`src/crb_pkg.sv`:
```
// Purpose: Shared constants and types for the CPU register and bank addressing block.
// Assumes: One core clock; the decoder, the ALU and the APB master run on it.
// Notes: Program status layout is bank pointer [15:11], direct page [10:8], flags [7:0].
//
// Summary of operation
// - Classify each formed address into the I/O, data, program or vector area.
// - Keep a 16-bit instruction pointer for the next fetch location.
// - Keep a 16-bit accumulator; byte operations use and change only its low byte.
// - Keep a 16-bit temporary accumulator as second operand; bytes use its low byte.
// - Keep 16-bit index register, extra pointer and stack pointer.
// - Program status: bank pointer and direct page high, condition flags low.
// - Thirty-two banks of eight byte registers live in memory, chosen by bank pointer.
// - Low three opcode bits pick register zero to seven inside the active bank.
// - Direct addresses below 0x80 are never remapped, whatever the direct page.
// - Direct page resets to zero; zero leaves 0x80 to 0xFF at their own addresses.
// - Direct page 1 to 7 moves the upper window to 0x100 onward, up to 0x47F.
// - Half-carry flag shows carry or borrow between bit 3 and bit 4.
// - Interrupts are taken only while the enable flag is one; reset clears it.
// - Two-bit level mask; a request is taken only if its level is more urgent.
// - Negative flag follows the most significant bit of each result.
// - Zero flag is set when the result is zero, cleared otherwise.
// - Overflow flag shows two's-complement overflow of the result.
// - Carry takes carry or borrow out of bit 7, or bit 15 for word operations; shifts put the shifted-out bit there.

package crb_pkg;

    // ----------------------------------------------------------------
    // Program status layout and reset
    // ----------------------------------------------------------------
    localparam int unsigned CCR_H = 7;
    localparam int unsigned CCR_I = 6;
    localparam int unsigned CCR_IL_HI = 5;
    localparam int unsigned CCR_IL_LO = 4;
    localparam int unsigned CCR_N = 3;
    localparam int unsigned CCR_Z = 2;
    localparam int unsigned CCR_V = 1;
    localparam int unsigned CCR_C = 0;
    localparam logic [7:0] CCR_RESET = 8'h30;      // Enable clear (nothing taken), level 3
    localparam logic [4:0] RP_RESET = 5'h00;
    localparam logic [2:0] DP_RESET = 3'h0;
    localparam logic [15:0] WORD_RESET = 16'h0000;
    localparam logic [1:0] IL_NONE = 2'h3;

    // ----------------------------------------------------------------
    // Address map
    // ----------------------------------------------------------------
    localparam logic [7:0] BANK_BASE_HI = 8'h01;    // Banks fill 0x0100 to 0x01FF
    localparam logic [7:0] DIRECT_WINDOW = 8'h80;   // First remappable direct address
    localparam logic [3:0] PAGE_STEP = 4'h1;
    localparam logic [15:0] IO_TOP = 16'h007F;
    localparam logic [15:0] VECTOR_BASE = 16'hFFC0;

    // ----------------------------------------------------------------
    // APB register byte offsets
    // ----------------------------------------------------------------
    localparam logic [7:0] OFS_IP = 8'h00;
    localparam logic [7:0] OFS_ACC = 8'h04;
    localparam logic [7:0] OFS_TMP = 8'h08;
    localparam logic [7:0] OFS_IDX = 8'h0C;
    localparam logic [7:0] OFS_EXT = 8'h10;
    localparam logic [7:0] OFS_SP = 8'h14;
    localparam logic [7:0] OFS_PS = 8'h18;
    localparam logic [7:0] OFS_LAST = 8'h1C;        // Read only: last formed address
    localparam logic [15:0] ZERO16 = 16'h0000;

    // ----------------------------------------------------------------
    // Types
    // ----------------------------------------------------------------
    typedef enum logic [2:0] {SEL_IP, SEL_ACC, SEL_TMP, SEL_IDX, SEL_EXT, SEL_SP,
        SEL_PS} crb_sel_t;
    typedef enum logic [1:0] {ALU_ADD, ALU_SUB, ALU_SHL, ALU_SHR} crb_alu_t;
    typedef enum logic [1:0] {REGION_IO, REGION_DATA, REGION_PROG, REGION_VECT} crb_region_t;

    typedef struct packed {
        logic [15:0] ip;
        logic [15:0] acc;
        logic [15:0] tmp;
        logic [15:0] idx;
        logic [15:0] ext;
        logic [15:0] sp;
        logic [4:0] rp;
        logic [2:0] dp;
        logic [7:0] condition_flags;
        logic [15:0] mem_addr;
        logic mem_valid;
        crb_region_t region;
        logic irq_take;
        logic [31:0] prdata;
        logic pready;
        logic pslverr;
    } crb_state_t;

endpackage : crb_pkg

```
`src/crb_core_regs.sv`:
```
// Purpose: Dedicated CPU registers, program status, bank and direct-page address forming.
// Assumes: Decoder, ALU and APB master share the core clock; their inputs need no sync.
// Notes: Every output is a flip-flop; formed addresses appear one cycle after the request.
//
// Our own choices: the APB slave port and the address map.

module crb_core_regs
    import crb_pkg::*;
#(
    parameter logic [15:0] PROG_BASE = 16'h1000
) (
    input wire logic clock,
    input wire logic rst_n,
    // APB slave
    input wire logic psel,
    input wire logic penable,
    input wire logic pwrite,
    input wire logic [7:0] paddr,
    input wire logic [31:0] pwdata,
    output logic [31:0] prdata,
    output logic pready,
    output logic pslverr,
    // Decoder register writes and fetch step
    input wire logic core_wr_en,
    input wire crb_sel_t core_wr_sel,
    input wire logic [15:0] core_wr_data,
    input wire logic ip_step,
    // ALU operation on accumulator and temporary accumulator
    input wire logic alu_commit,
    input wire crb_alu_t alu_op,
    input wire logic alu_wide,
    // Address forming
    input wire logic addr_req,
    input wire logic addr_direct,
    input wire logic [7:0] addr_operand,
    // Interrupt request from the controller
    input wire logic irq_req,
    input wire logic [1:0] irq_level,
    // Register views
    output logic [15:0] instruction_pointer,
    output logic [15:0] accumulator,
    output logic [15:0] temp_accumulator,
    output logic [15:0] index_register,
    output logic [15:0] extra_pointer,
    output logic [15:0] stack_pointer,
    output logic [15:0] program_status,
    output logic [15:0] mem_addr,
    output logic mem_addr_valid,
    output crb_region_t mem_region,
    output logic irq_take
);

    // ----------------------------------------------------------------
    // Elaboration check
    // ----------------------------------------------------------------
    if (PROG_BASE <= IO_TOP || PROG_BASE >= VECTOR_BASE) begin : g_bad_prog_base
        $error("PROG_BASE must lie between the I/O area and the vector table");
    end

    crb_state_t q;
    crb_state_t d;

    // ALU working values
    logic [16:0] sum_w;
    logic [8:0] sum_b;
    logic [4:0] sum_n;
    logic [15:0] res;
    logic msb_a;
    logic msb_b;
    logic msb_r;
    logic carry;
    logic ovf;
    logic half;
    logic res_zero;
    // APB decode
    logic [31:0] rd_mux;
    logic rd_hit;
    logic apb_wr;
    // Address forming
    logic [3:0] page;
    logic [15:0] formed;

    // ----------------------------------------------------------------
    // ALU result and flags
    // ----------------------------------------------------------------
    // Add and subtract compute byte and word results, the width input picks one; shifts are byte only
    always_comb begin
        sum_w = 17'h00000;
        sum_b = 9'h000;
        sum_n = 5'h00;
        res = q.acc;
        carry = q.condition_flags[CCR_C];
        ovf = 1'b0;
        half = q.condition_flags[CCR_H];
        unique case (alu_op)
            ALU_ADD: begin
                sum_w = {1'b0, q.acc} + {1'b0, q.tmp};
                sum_b = {1'b0, q.acc[7:0]} + {1'b0, q.tmp[7:0]};
                sum_n = {1'b0, q.acc[3:0]} + {1'b0, q.tmp[3:0]};
            end
            ALU_SUB: begin
                sum_w = {1'b0, q.acc} - {1'b0, q.tmp};
                sum_b = {1'b0, q.acc[7:0]} - {1'b0, q.tmp[7:0]};
                sum_n = {1'b0, q.acc[3:0]} - {1'b0, q.tmp[3:0]};
            end
            ALU_SHL, ALU_SHR: begin
                sum_w = 17'h00000;
            end
        endcase
        msb_a = alu_wide ? q.acc[15] : q.acc[7];
        msb_b = alu_wide ? q.tmp[15] : q.tmp[7];
        unique case (alu_op)
            ALU_ADD, ALU_SUB: begin
                // Byte operations leave the accumulator high byte alone
                res = alu_wide ? sum_w[15:0] : {q.acc[15:8], sum_b[7:0]};
                carry = alu_wide ? sum_w[16] : sum_b[8];
                half = sum_n[4];
            end
            ALU_SHL: begin
                res = {q.acc[15:8], q.acc[6:0], 1'b0};
                carry = q.acc[7];
            end
            ALU_SHR: begin
                res = {q.acc[15:8], 1'b0, q.acc[7:1]};
                carry = q.acc[0];
            end
        endcase
        msb_r = (alu_wide && (alu_op == ALU_ADD || alu_op == ALU_SUB)) ? res[15] : res[7];
        // Add overflows on equal signs, subtract on differing signs
        if (alu_op == ALU_ADD) begin
            ovf = (msb_a == msb_b) && (msb_r != msb_a);
        end else if (alu_op == ALU_SUB) begin
            ovf = (msb_a != msb_b) && (msb_r != msb_a);
        end
        res_zero = (alu_wide && (alu_op == ALU_ADD || alu_op == ALU_SUB)) ?
            (res == ZERO16) : (res[7:0] == ZERO16[7:0]);
    end

    // ----------------------------------------------------------------
    // APB read decode
    // ----------------------------------------------------------------
    always_comb begin
        rd_mux = 32'h00000000;
        rd_hit = 1'b1;
        unique case (paddr)
            OFS_IP: rd_mux = {ZERO16, q.ip};
            OFS_ACC: rd_mux = {ZERO16, q.acc};
            OFS_TMP: rd_mux = {ZERO16, q.tmp};
            OFS_IDX: rd_mux = {ZERO16, q.idx};
            OFS_EXT: rd_mux = {ZERO16, q.ext};
            OFS_SP: rd_mux = {ZERO16, q.sp};
            OFS_PS: rd_mux = {ZERO16, q.rp, q.dp, q.condition_flags};
            OFS_LAST: rd_mux = {ZERO16, q.mem_addr};
            default: rd_hit = 1'b0;
        endcase
    end

    // Write lands only at the access edge where pready is high
    assign apb_wr = psel && penable && pwrite && q.pready && rd_hit && (paddr != OFS_LAST);

    // ----------------------------------------------------------------
    // Address forming
    // ----------------------------------------------------------------
    // Page index is one above the selector, so zero maps the window onto itself
    always_comb begin
        page = {1'b0, q.dp} + PAGE_STEP;
        if (!addr_direct) begin
            formed = {BANK_BASE_HI, q.rp, addr_operand[2:0]};
        end else if (addr_operand < DIRECT_WINDOW) begin
            formed = {8'h00, addr_operand};
        end else begin
            formed = {5'h00, page, addr_operand[6:0]};
        end
    end

    // ----------------------------------------------------------------
    // Next state
    // ----------------------------------------------------------------
    // Core writes are applied after APB writes, so the core wins a same-cycle clash
    always_comb begin
        d = q;
        // APB slave: answer is prepared in the setup cycle, zero wait states
        d.pready = psel && !penable;
        d.pslverr = psel && !penable && (!rd_hit || (pwrite && paddr == OFS_LAST));
        d.prdata = (psel && !penable && !pwrite) ? rd_mux : q.prdata;
        if (apb_wr) begin
            unique case (paddr)
                OFS_IP: d.ip = pwdata[15:0];
                OFS_ACC: d.acc = pwdata[15:0];
                OFS_TMP: d.tmp = pwdata[15:0];
                OFS_IDX: d.idx = pwdata[15:0];
                OFS_EXT: d.ext = pwdata[15:0];
                OFS_SP: d.sp = pwdata[15:0];
                default: {d.rp, d.dp, d.condition_flags} = pwdata[15:0];
            endcase
        end
        // Fetch step advances the instruction pointer by one byte
        if (ip_step) begin
            d.ip = q.ip + 16'h0001;
        end
        if (core_wr_en) begin
            unique case (core_wr_sel)
                SEL_IP: d.ip = core_wr_data;
                SEL_ACC: d.acc = core_wr_data;
                SEL_TMP: d.tmp = core_wr_data;
                SEL_IDX: d.idx = core_wr_data;
                SEL_EXT: d.ext = core_wr_data;
                SEL_SP: d.sp = core_wr_data;
                SEL_PS: {d.rp, d.dp, d.condition_flags} = core_wr_data;
                default: d.acc = q.acc;
            endcase
        end
        // All flags of one operation move in the same edge as the result
        if (alu_commit) begin
            d.acc = res;
            d.condition_flags[CCR_N] = msb_r;
            d.condition_flags[CCR_Z] = res_zero;
            d.condition_flags[CCR_V] = ovf;
            d.condition_flags[CCR_C] = carry;
            d.condition_flags[CCR_H] = half;
        end
        // Formed address and its area
        d.mem_valid = addr_req;
        if (addr_req) begin
            d.mem_addr = formed;
            if (formed <= IO_TOP) begin
                d.region = REGION_IO;
            end else if (formed < PROG_BASE) begin
                d.region = REGION_DATA;
            end else if (formed < VECTOR_BASE) begin
                d.region = REGION_PROG;
            end else begin
                d.region = REGION_VECT;
            end
        end
        // Level 0 mask can never be beaten, so it blocks every request
        d.irq_take = irq_req && q.condition_flags[CCR_I] &&
            (irq_level < q.condition_flags[CCR_IL_HI:CCR_IL_LO]);
    end

    // ----------------------------------------------------------------
    // State register
    // ----------------------------------------------------------------
    always_ff @(posedge clock) begin
        if (!rst_n) begin
            q <= '{ip: WORD_RESET, acc: WORD_RESET, tmp: WORD_RESET, idx: WORD_RESET,
                ext: WORD_RESET, sp: WORD_RESET, rp: RP_RESET, dp: DP_RESET,
                condition_flags: CCR_RESET, mem_addr: WORD_RESET, mem_valid: 1'b0,
                region: REGION_IO, irq_take: 1'b0, prdata: 32'h00000000,
                pready: 1'b0, pslverr: 1'b0};
        end else begin
            q <= d;
        end
    end

    // Outputs straight from the state register
    assign instruction_pointer = q.ip;
    assign accumulator = q.acc;
    assign temp_accumulator = q.tmp;
    assign index_register = q.idx;
    assign extra_pointer = q.ext;
    assign stack_pointer = q.sp;
    assign program_status = {q.rp, q.dp, q.condition_flags};
    assign mem_addr = q.mem_addr;
    assign mem_addr_valid = q.mem_valid;
    assign mem_region = q.region;
    assign irq_take = q.irq_take;
    assign prdata = q.prdata;
    assign pready = q.pready;
    assign pslverr = q.pslverr;
endmodule : crb_core_regs

```
`config.mk`:
```
export PLATFORM = sky130hd
export DESIGN_NAME = crb_core_regs
export DESIGN_NICKNAME = d
export VERILOG_FILES = /design/src/crb_pkg.sv /design/src/crb_core_regs.sv
export SDC_FILE = /design/constraint.sdc
export NUM_CORES = 1
export LEC_CHECK = 0
export CORE_ASPECT_RATIO = 1.2
export CORE_MARGIN = 5
export CORE_UTILIZATION = 25
export DETAILED_ROUTE_END_ITERATION = 10
export DONT_BUFFER_PORTS = 1
export GPL_ROUTABILITY_DRIVEN = 1
export PLACE_DENSITY_LB_ADDON = 0.2
export SLEW_MARGIN = 0
export SYNTH_ARGS = -nofsm -noshare
export SYNTH_HDL_FRONTEND = slang
export SYNTH_SLANG_ARGS = --single-unit
```
`constraint.sdc`:
```
create_clock -name clock -period 4.3 [get_ports clock]
set_clock_uncertainty 0.05 [all_clocks]
set_input_delay 0.43 -clock clock [delete_from_list [all_inputs] [get_ports clock]]
set_output_delay 0.43 -clock clock [all_outputs]
set_load 0.1 [all_outputs]
```
After elaboration in Yosys (flattened, before gate mapping)
Index checks and enable logic that the tools add are counted.
W data, S select, Z words.
{"block": "word_totals", "reg_bits": 166, "latch_bits": 0, "ram_bits": 0, "rom_bits": 0, "inputBits": 83, "output_inout_bits": 166, "wordCells": 122, "mem_count": 0}
{"block": "op_classes", "addsub": 8, "multipliers": 0, "div": 0, "n_lt_le_gt_ge": 5, "eq_ne": 22, "shifts": 0, "muxes": 41, "bitwise": 0, "reduce_logical": 29}
{"op": "$mux W16", "count": 16}
{"op": "$mux W112", "count": 2}
{"op": "$pmux W16 S8", "count": 1}
{"op": "$pmux W17 S3", "count": 1}
{"op": "$pmux W16 S3", "count": 1}
{"op": "$eq A8 B5 Y1 const B", "count": 4}
{"op": "$pmux W16 S2", "count": 1}
{"op": "$mux W11", "count": 2}
{"op": "$pmux W9 S2", "count": 1}
{"op": "$add A16 B16 Y17", "count": 1}
{"op": "$sub A16 B16 Y17", "count": 1}
{"op": "$add A16 B1 Y16 const B", "count": 1}
{"op": "$eq A8 B4 Y1 const B", "count": 2}
{"op": "$le A16 B7 Y1 const B", "count": 1}
{"op": "$logic_not A16 Y1", "count": 1}
{"op": "$logic_not A8 Y1", "count": 2}
{"op": "$lt A16 B13 Y1 const B", "count": 1}
{"op": "$lt A16 B16 Y1 const B", "count": 1}
{"op": "$logic_and A1 B1 Y1", "count": 14}
{"op": "$reduce_or A6 Y1", "count": 2}
{"op": "$mux W1", "count": 11}
{"op": "$pmux W5 S2", "count": 1}
{"op": "$add A8 B8 Y9", "count": 1}
{"op": "$eq A3 B3 Y1 const B", "count": 3}
{"op": "25 further kinds", "count": 33}

Longest topological paths before layout
{"block": "depth", "depth_word": 11, "mapped_depth": 16, "depth_no_buf": 16}

Worst setup path before layout
OpenSTA, ideal clock, no wires.
{"block": "synth_path", "kind": "reg-to-reg", "from": "register q (netlist bit temp_accumulator[0])", "to": "register q (netlist bit program_status[1])", "setup_ns": 0.120, "t_arrival_ns": 4.025, "t_required_ns": 4.130, "setup_slack_ns": 0.105, "stages_incl_launch_ff": 16, "path_buffers": 0, "synth_period_minus_slack_ns": 4.195, "path_cell_list": "dfxtp_1 inv_1 ha_1 nand2_1 or4_1 nor4_1 a21oi_1 xnor2_1 ha_1 a21o_1 a21oi_1 o311ai_1 or4_1 and4_1 and4_1 a211o_1"}
{"block": "synth_via", "elab_chain_len": 10, "word_cells_on_any_way": 15, "cone_classes": "add/sub: 4; eq/ne: 1; mux: 8; reduce/logical: 2"}
{"element": "start: declaration", "line": "crb_core_regs.sv:60", "rtl": "crb_state_t q;"}
{"element": "start signal: assignment", "line": "crb_core_regs.sv:246", "rtl": "q <= '{ip: WORD_RESET, acc: WORD_RESET, tmp: WORD_RESET, idx: WORD_RESET,"}
{"element": "$sub A16 B16 Y17 (tied with other cells)", "line": "crb_core_regs.sv:102", "rtl": "sum_w = {1'b0, q.acc} - {1'b0, q.tmp};"}
{"element": "$pmux W17 S3 / $pmux W9 S2 (equally long branches)", "line": "crb_core_regs.sv:95", "rtl": "unique case (alu_op)"}
{"element": "$mux W16 (*)", "line": "crb_core_regs.sv:115", "rtl": "res = alu_wide ? sum_w[15:0] : {q.acc[15:8], sum_b[7:0]};"}
{"element": "$pmux W16 S3 (*)", "line": "crb_core_regs.sv:112", "rtl": "unique case (alu_op)"}
{"element": "$mux W1 (*)", "line": "crb_core_regs.sv:128", "rtl": "msb_r = (alu_wide && (alu_op == ALU_ADD || alu_op == ALU_SUB)) ? res[15] : res[7];"}
{"element": "$ne A1 B1 Y1 (*)", "line": "crb_core_regs.sv:131, crb_core_regs.sv:133"}
{"element": "$logic_and A1 B1 Y1", "line": "crb_core_regs.sv:133", "rtl": "ovf = (msb_a != msb_b) && (msb_r != msb_a);"}
{"element": "$mux W1", "line": "crb_core_regs.sv:132", "rtl": "end else if (alu_op == ALU_SUB) begin"}
{"element": "$mux W1 (*)", "line": "crb_core_regs.sv:130", "rtl": "if (alu_op == ALU_ADD) begin"}
{"element": "$mux W4 (*)", "line": "crb_core_regs.sv:214", "rtl": "if (alu_commit) begin"}
Mark *: on every way between the ends. The rest lies on a longest branch, timed or not.
A chain may end at the register's enable or synchronous reset.

Worst setup path in the final report
Ends and elaborated chain as after synthesis.

==> summary.md <==
| Metric | Value |
|---|---|
| Status | `finished, final reports clean` |
| FFs w/ async S/R, synth | `0%` |
| Global placement routability congestion | `approximately 0.85` |
| IR Drop Worst-Case VDD | `between 0.2 and 0.3 mV` |
| Post-synth top cells | `159 x nand2_1, 144 x dfxtp_1, 135 x nor2_1` |
| Mean Syn Cell Area | `7.63 um2` |
| Ports | `between 200 and 250` |
| Hold Path Class | `in -> reg` |
| RSZ-0062 raised after global routing | `false` |
| Area delta synth->final | `15.1%` |
| Comb power frac | `around 26%` |
| Worst-Margin Slew | `1.21 ns` |
| CTS Root Buffer Type | `clkbuf_16` |
| Syn Inst Count | `approximately 1200` |
| Most common cell in the netlist | `nand2_1` |
| Drt total wl | `roughly 45000 um` |
| Crit-path max FO | `6` |
| Vias per cell | `~5.7` |
| Number of synthesized flops with an enable pin | `0` |
| Synth Register Bits | `between 100 and 150` |
| Vias in the first global route | `just over 9000` |
| Final routed DRC violation total | `0` |
| Most used DFF post-synth | `dfxtp_1` |
| Worst-path clk slew | `roughly 0.06 ns` |
| Synth area leader | `dfxtp_1` |
| First-pass GRT wire length | `roughly 65000 um` |
| Final min period | `3.93 ns` |
| Pwr/cell area | `about 430 nW/um2` |
| Initial antenna violation count | `1` |
| Final period util | `roughly nine tenths` |
| Setup Viol. Count Final | `0` |
| Final net count | `1314` |
| Total grt overflow | `0` |
| Setup TNS Final | `0 ns` |
| Flop-to-flop setup slack | `about 0.37 ns` |
| Clk_lat worst skew | `about 0.44 ns` |
| Width of the die | `around 190 um` |
| Switching power | `1770 uW` |
| Startpoint types | `flop` |
| Antenna Nets Post-Route | `0` |
| IO buf count | `0` |
| Sequential share of power | `38.4%` |
| Yosys warnings | `0` |
| Initial Utilization | `about a quarter` |
| Std cell rows | `77` |
| HPWL after DPL | `34400 um` |
| Hold slack | `about 0.034 ns` |
| CTS Buf Count | `17` |
| Clock buffer depth | `2` |
| Die area | `about 41000 um2` |
| Global Route Usage Sum | `21.5%` |
| Setup WS post-layout | `around 0.37 ns` |
| Critical path type | `reg -> reg` |
| Post-synth cell types | `just under 80` |
| DRT Pass-1 Iters | `7` |
| # H-tree levels | `4` |
| Max frequency | `0.255 GHz` |
| Endpoint class of the critical path | `flop` |
| WP data required | `roughly 4.6 ns` |
| Clock share of power | `between 30% and 40%` |
| Max-slew violations | `0` |
| Starting DRT DRC Count | `1106` |
| Antenna cells | `0` |
| CTS tree | `built` |
| Slew Limit Headroom | `between 10% and 20%` |
| Sequential cell area fraction in the yosys report | `between 30% and 40%` |
| Lkg Pwr | `~0.0037 uW` |
| Net Sw Frac | `about two fifths` |
| DP Worst Slack | `0.373 ns` |
| Wirelength per Cell | `around 26 um` |
| Core area | `36600 um2` |
| Die Y-Extent | `220 um` |
| Vias | `just under 10000` |
| Area fraction of the dominant cell type after synthesis | `roughly a third` |
| Max Cap Viol | `0` |
| Post-CTS setup buffers | `0` |
| Synth area leaders | `dfxtp_1 31%, nand2_1 6.5%, a311oi_1 6.3%, nor2_1 5.5%, nand3_1 5.1%` |
| Cell Area, Synth | `slightly above 9000 um2` |
| Final Hold Viols | `0` |
| Clk sinks | `roughly 140` |
| Internal | `2750 uW` |
| WP data arrival | `approximately 4.2 ns` |
| Share of cells above drive strength 1 | `between 10% and 20%` |
| Largest net degree at the start of global routing | `85` |
[registers in the layout, indices dropped and copies added, names as in the netlist, 11 cells and up]
name and flops:
index_register 16, temp_accumulator 16, program_status 16, instruction_pointer 16, mem_addr 11, prdata 16
accumulator 16, extra_pointer 16, stack_pointer 16
[stage by stage]
stage	area, um2	std cells	util, %	power [uW]
5_1_grt	10600	1697	28.9	4720
3_3_place_gp	9940	1663	27.1	2920
6_report	10600	1697	28.9	4530
4_1_cts	10600	1697	28.9	4560
3_5_place_dp	9940	1663	27.1	2920
2_1_floorplan	9270	1226	-	2660
[cell usage in the layout (no fill, tap or decap), types with 11 or more instances in the layout]
cell	instances
nand2_1	159
dfxtp_1	144
nor2_1	133
nand3_1	94
a21oi_1	92
buf_4	81
a311oi_1	66
o21ai_0	52
mux2i_1	37
a22oi_1	26
conb_1	22
a211oi_1	21
ha_1	20
a31oi_1	18
clkbuf_16	17
xnor2_1	15
xor2_1	15
o211ai_1	14
inv_1	11
nor3_1	11
a222oi_1	11
[area by class of cell]
| cell class | instances | area, um2 |
|---|---|---|
| clock buffer | 21 | 470 |
| sequential | 144 | 2880 |
| fill | 3965 | 26000 |
| inverter | 12 | 46.3 |
| clock inverter | 11 | 160 |
| tap | 474 | 593 |
| multi-input combinational | 951 | 5790 |
| timing repair buffer | 84 | 648 |
[power by group through the flow]
stage / Clock (uW) / Sequential, uW / Combinational [uW]
CTS: 1660 / 1740 / 1170
finish: 1620 / 1740 / 1160
global placement: 0 / 1770 / 1160
floorplan: 0 / 1980 / 682
detailed placement: 0 / 1770 / 1160
global route: 1710 / 1750 / 1260
[routing by layer]
metal | wire length (um) | track usage [%] | vias up
li1 | - | - | 4474
met3 | 4090 | 6.95 | 71
met2 | 21200 | 35.4 | 420
met5 | 13 | 0 | -
met1 | 17900 | 26.0 | 4698
met4 | 1690 | 8.25 | 2
[what timing repair did]
action	in CTS	in global routing
hold buffers	2	0
endpoints found under the hold margin	3	0
setup endpoints to repair	0	0
resized for setup	0	0
[worst max-delay path, stage by stage (launching register included)]
cell and delay (ns):
dfxtp_1 0.31, inv_1 0.07, ha_1 0.18, nand2_1 0.10, or4_1 0.47, nor4_1 0.21, buf_4 0.18, a21oi_1 0.07
xnor2_1 0.12, ha_1 0.37, a21o_1 0.20, a21oi_1 0.18, o311ai_1 0.17, or4_1 0.48, and4_1 0.24, and4_1 0.16
a211o_1 0.25
[logic make-up (layout without fill, tap and decap cells)]
group / after synthesis / count (layout) / share of synthesized area (%)
simple gates: 474 / 474 / 23.6
compound gates: 363 / 363 / 27.3
flops: 144 / 144 / 31.4
buf+inv: 131 / 128 / 7.03
mux: 41 / 41 / 4.89
xor+xnor: 30 / 30 / 2.86
fa+ha+maj: 21 / 21 / 2.94
other cells: 1 / 22 / 0.0408
[final timing paths]
path	endpoint	cells after the start	start
setup / recovery	program_status[1]	16	temp_accumulator[0]
hold / removal	mem_addr[6]	1	addr_req
setup reg to reg	program_status[1]	16	temp_accumulator[0]
hold reg to reg	temp_accumulator[9]	2	temp_accumulator[9]
Note: power is estimated with default switching activity, not from simulation.
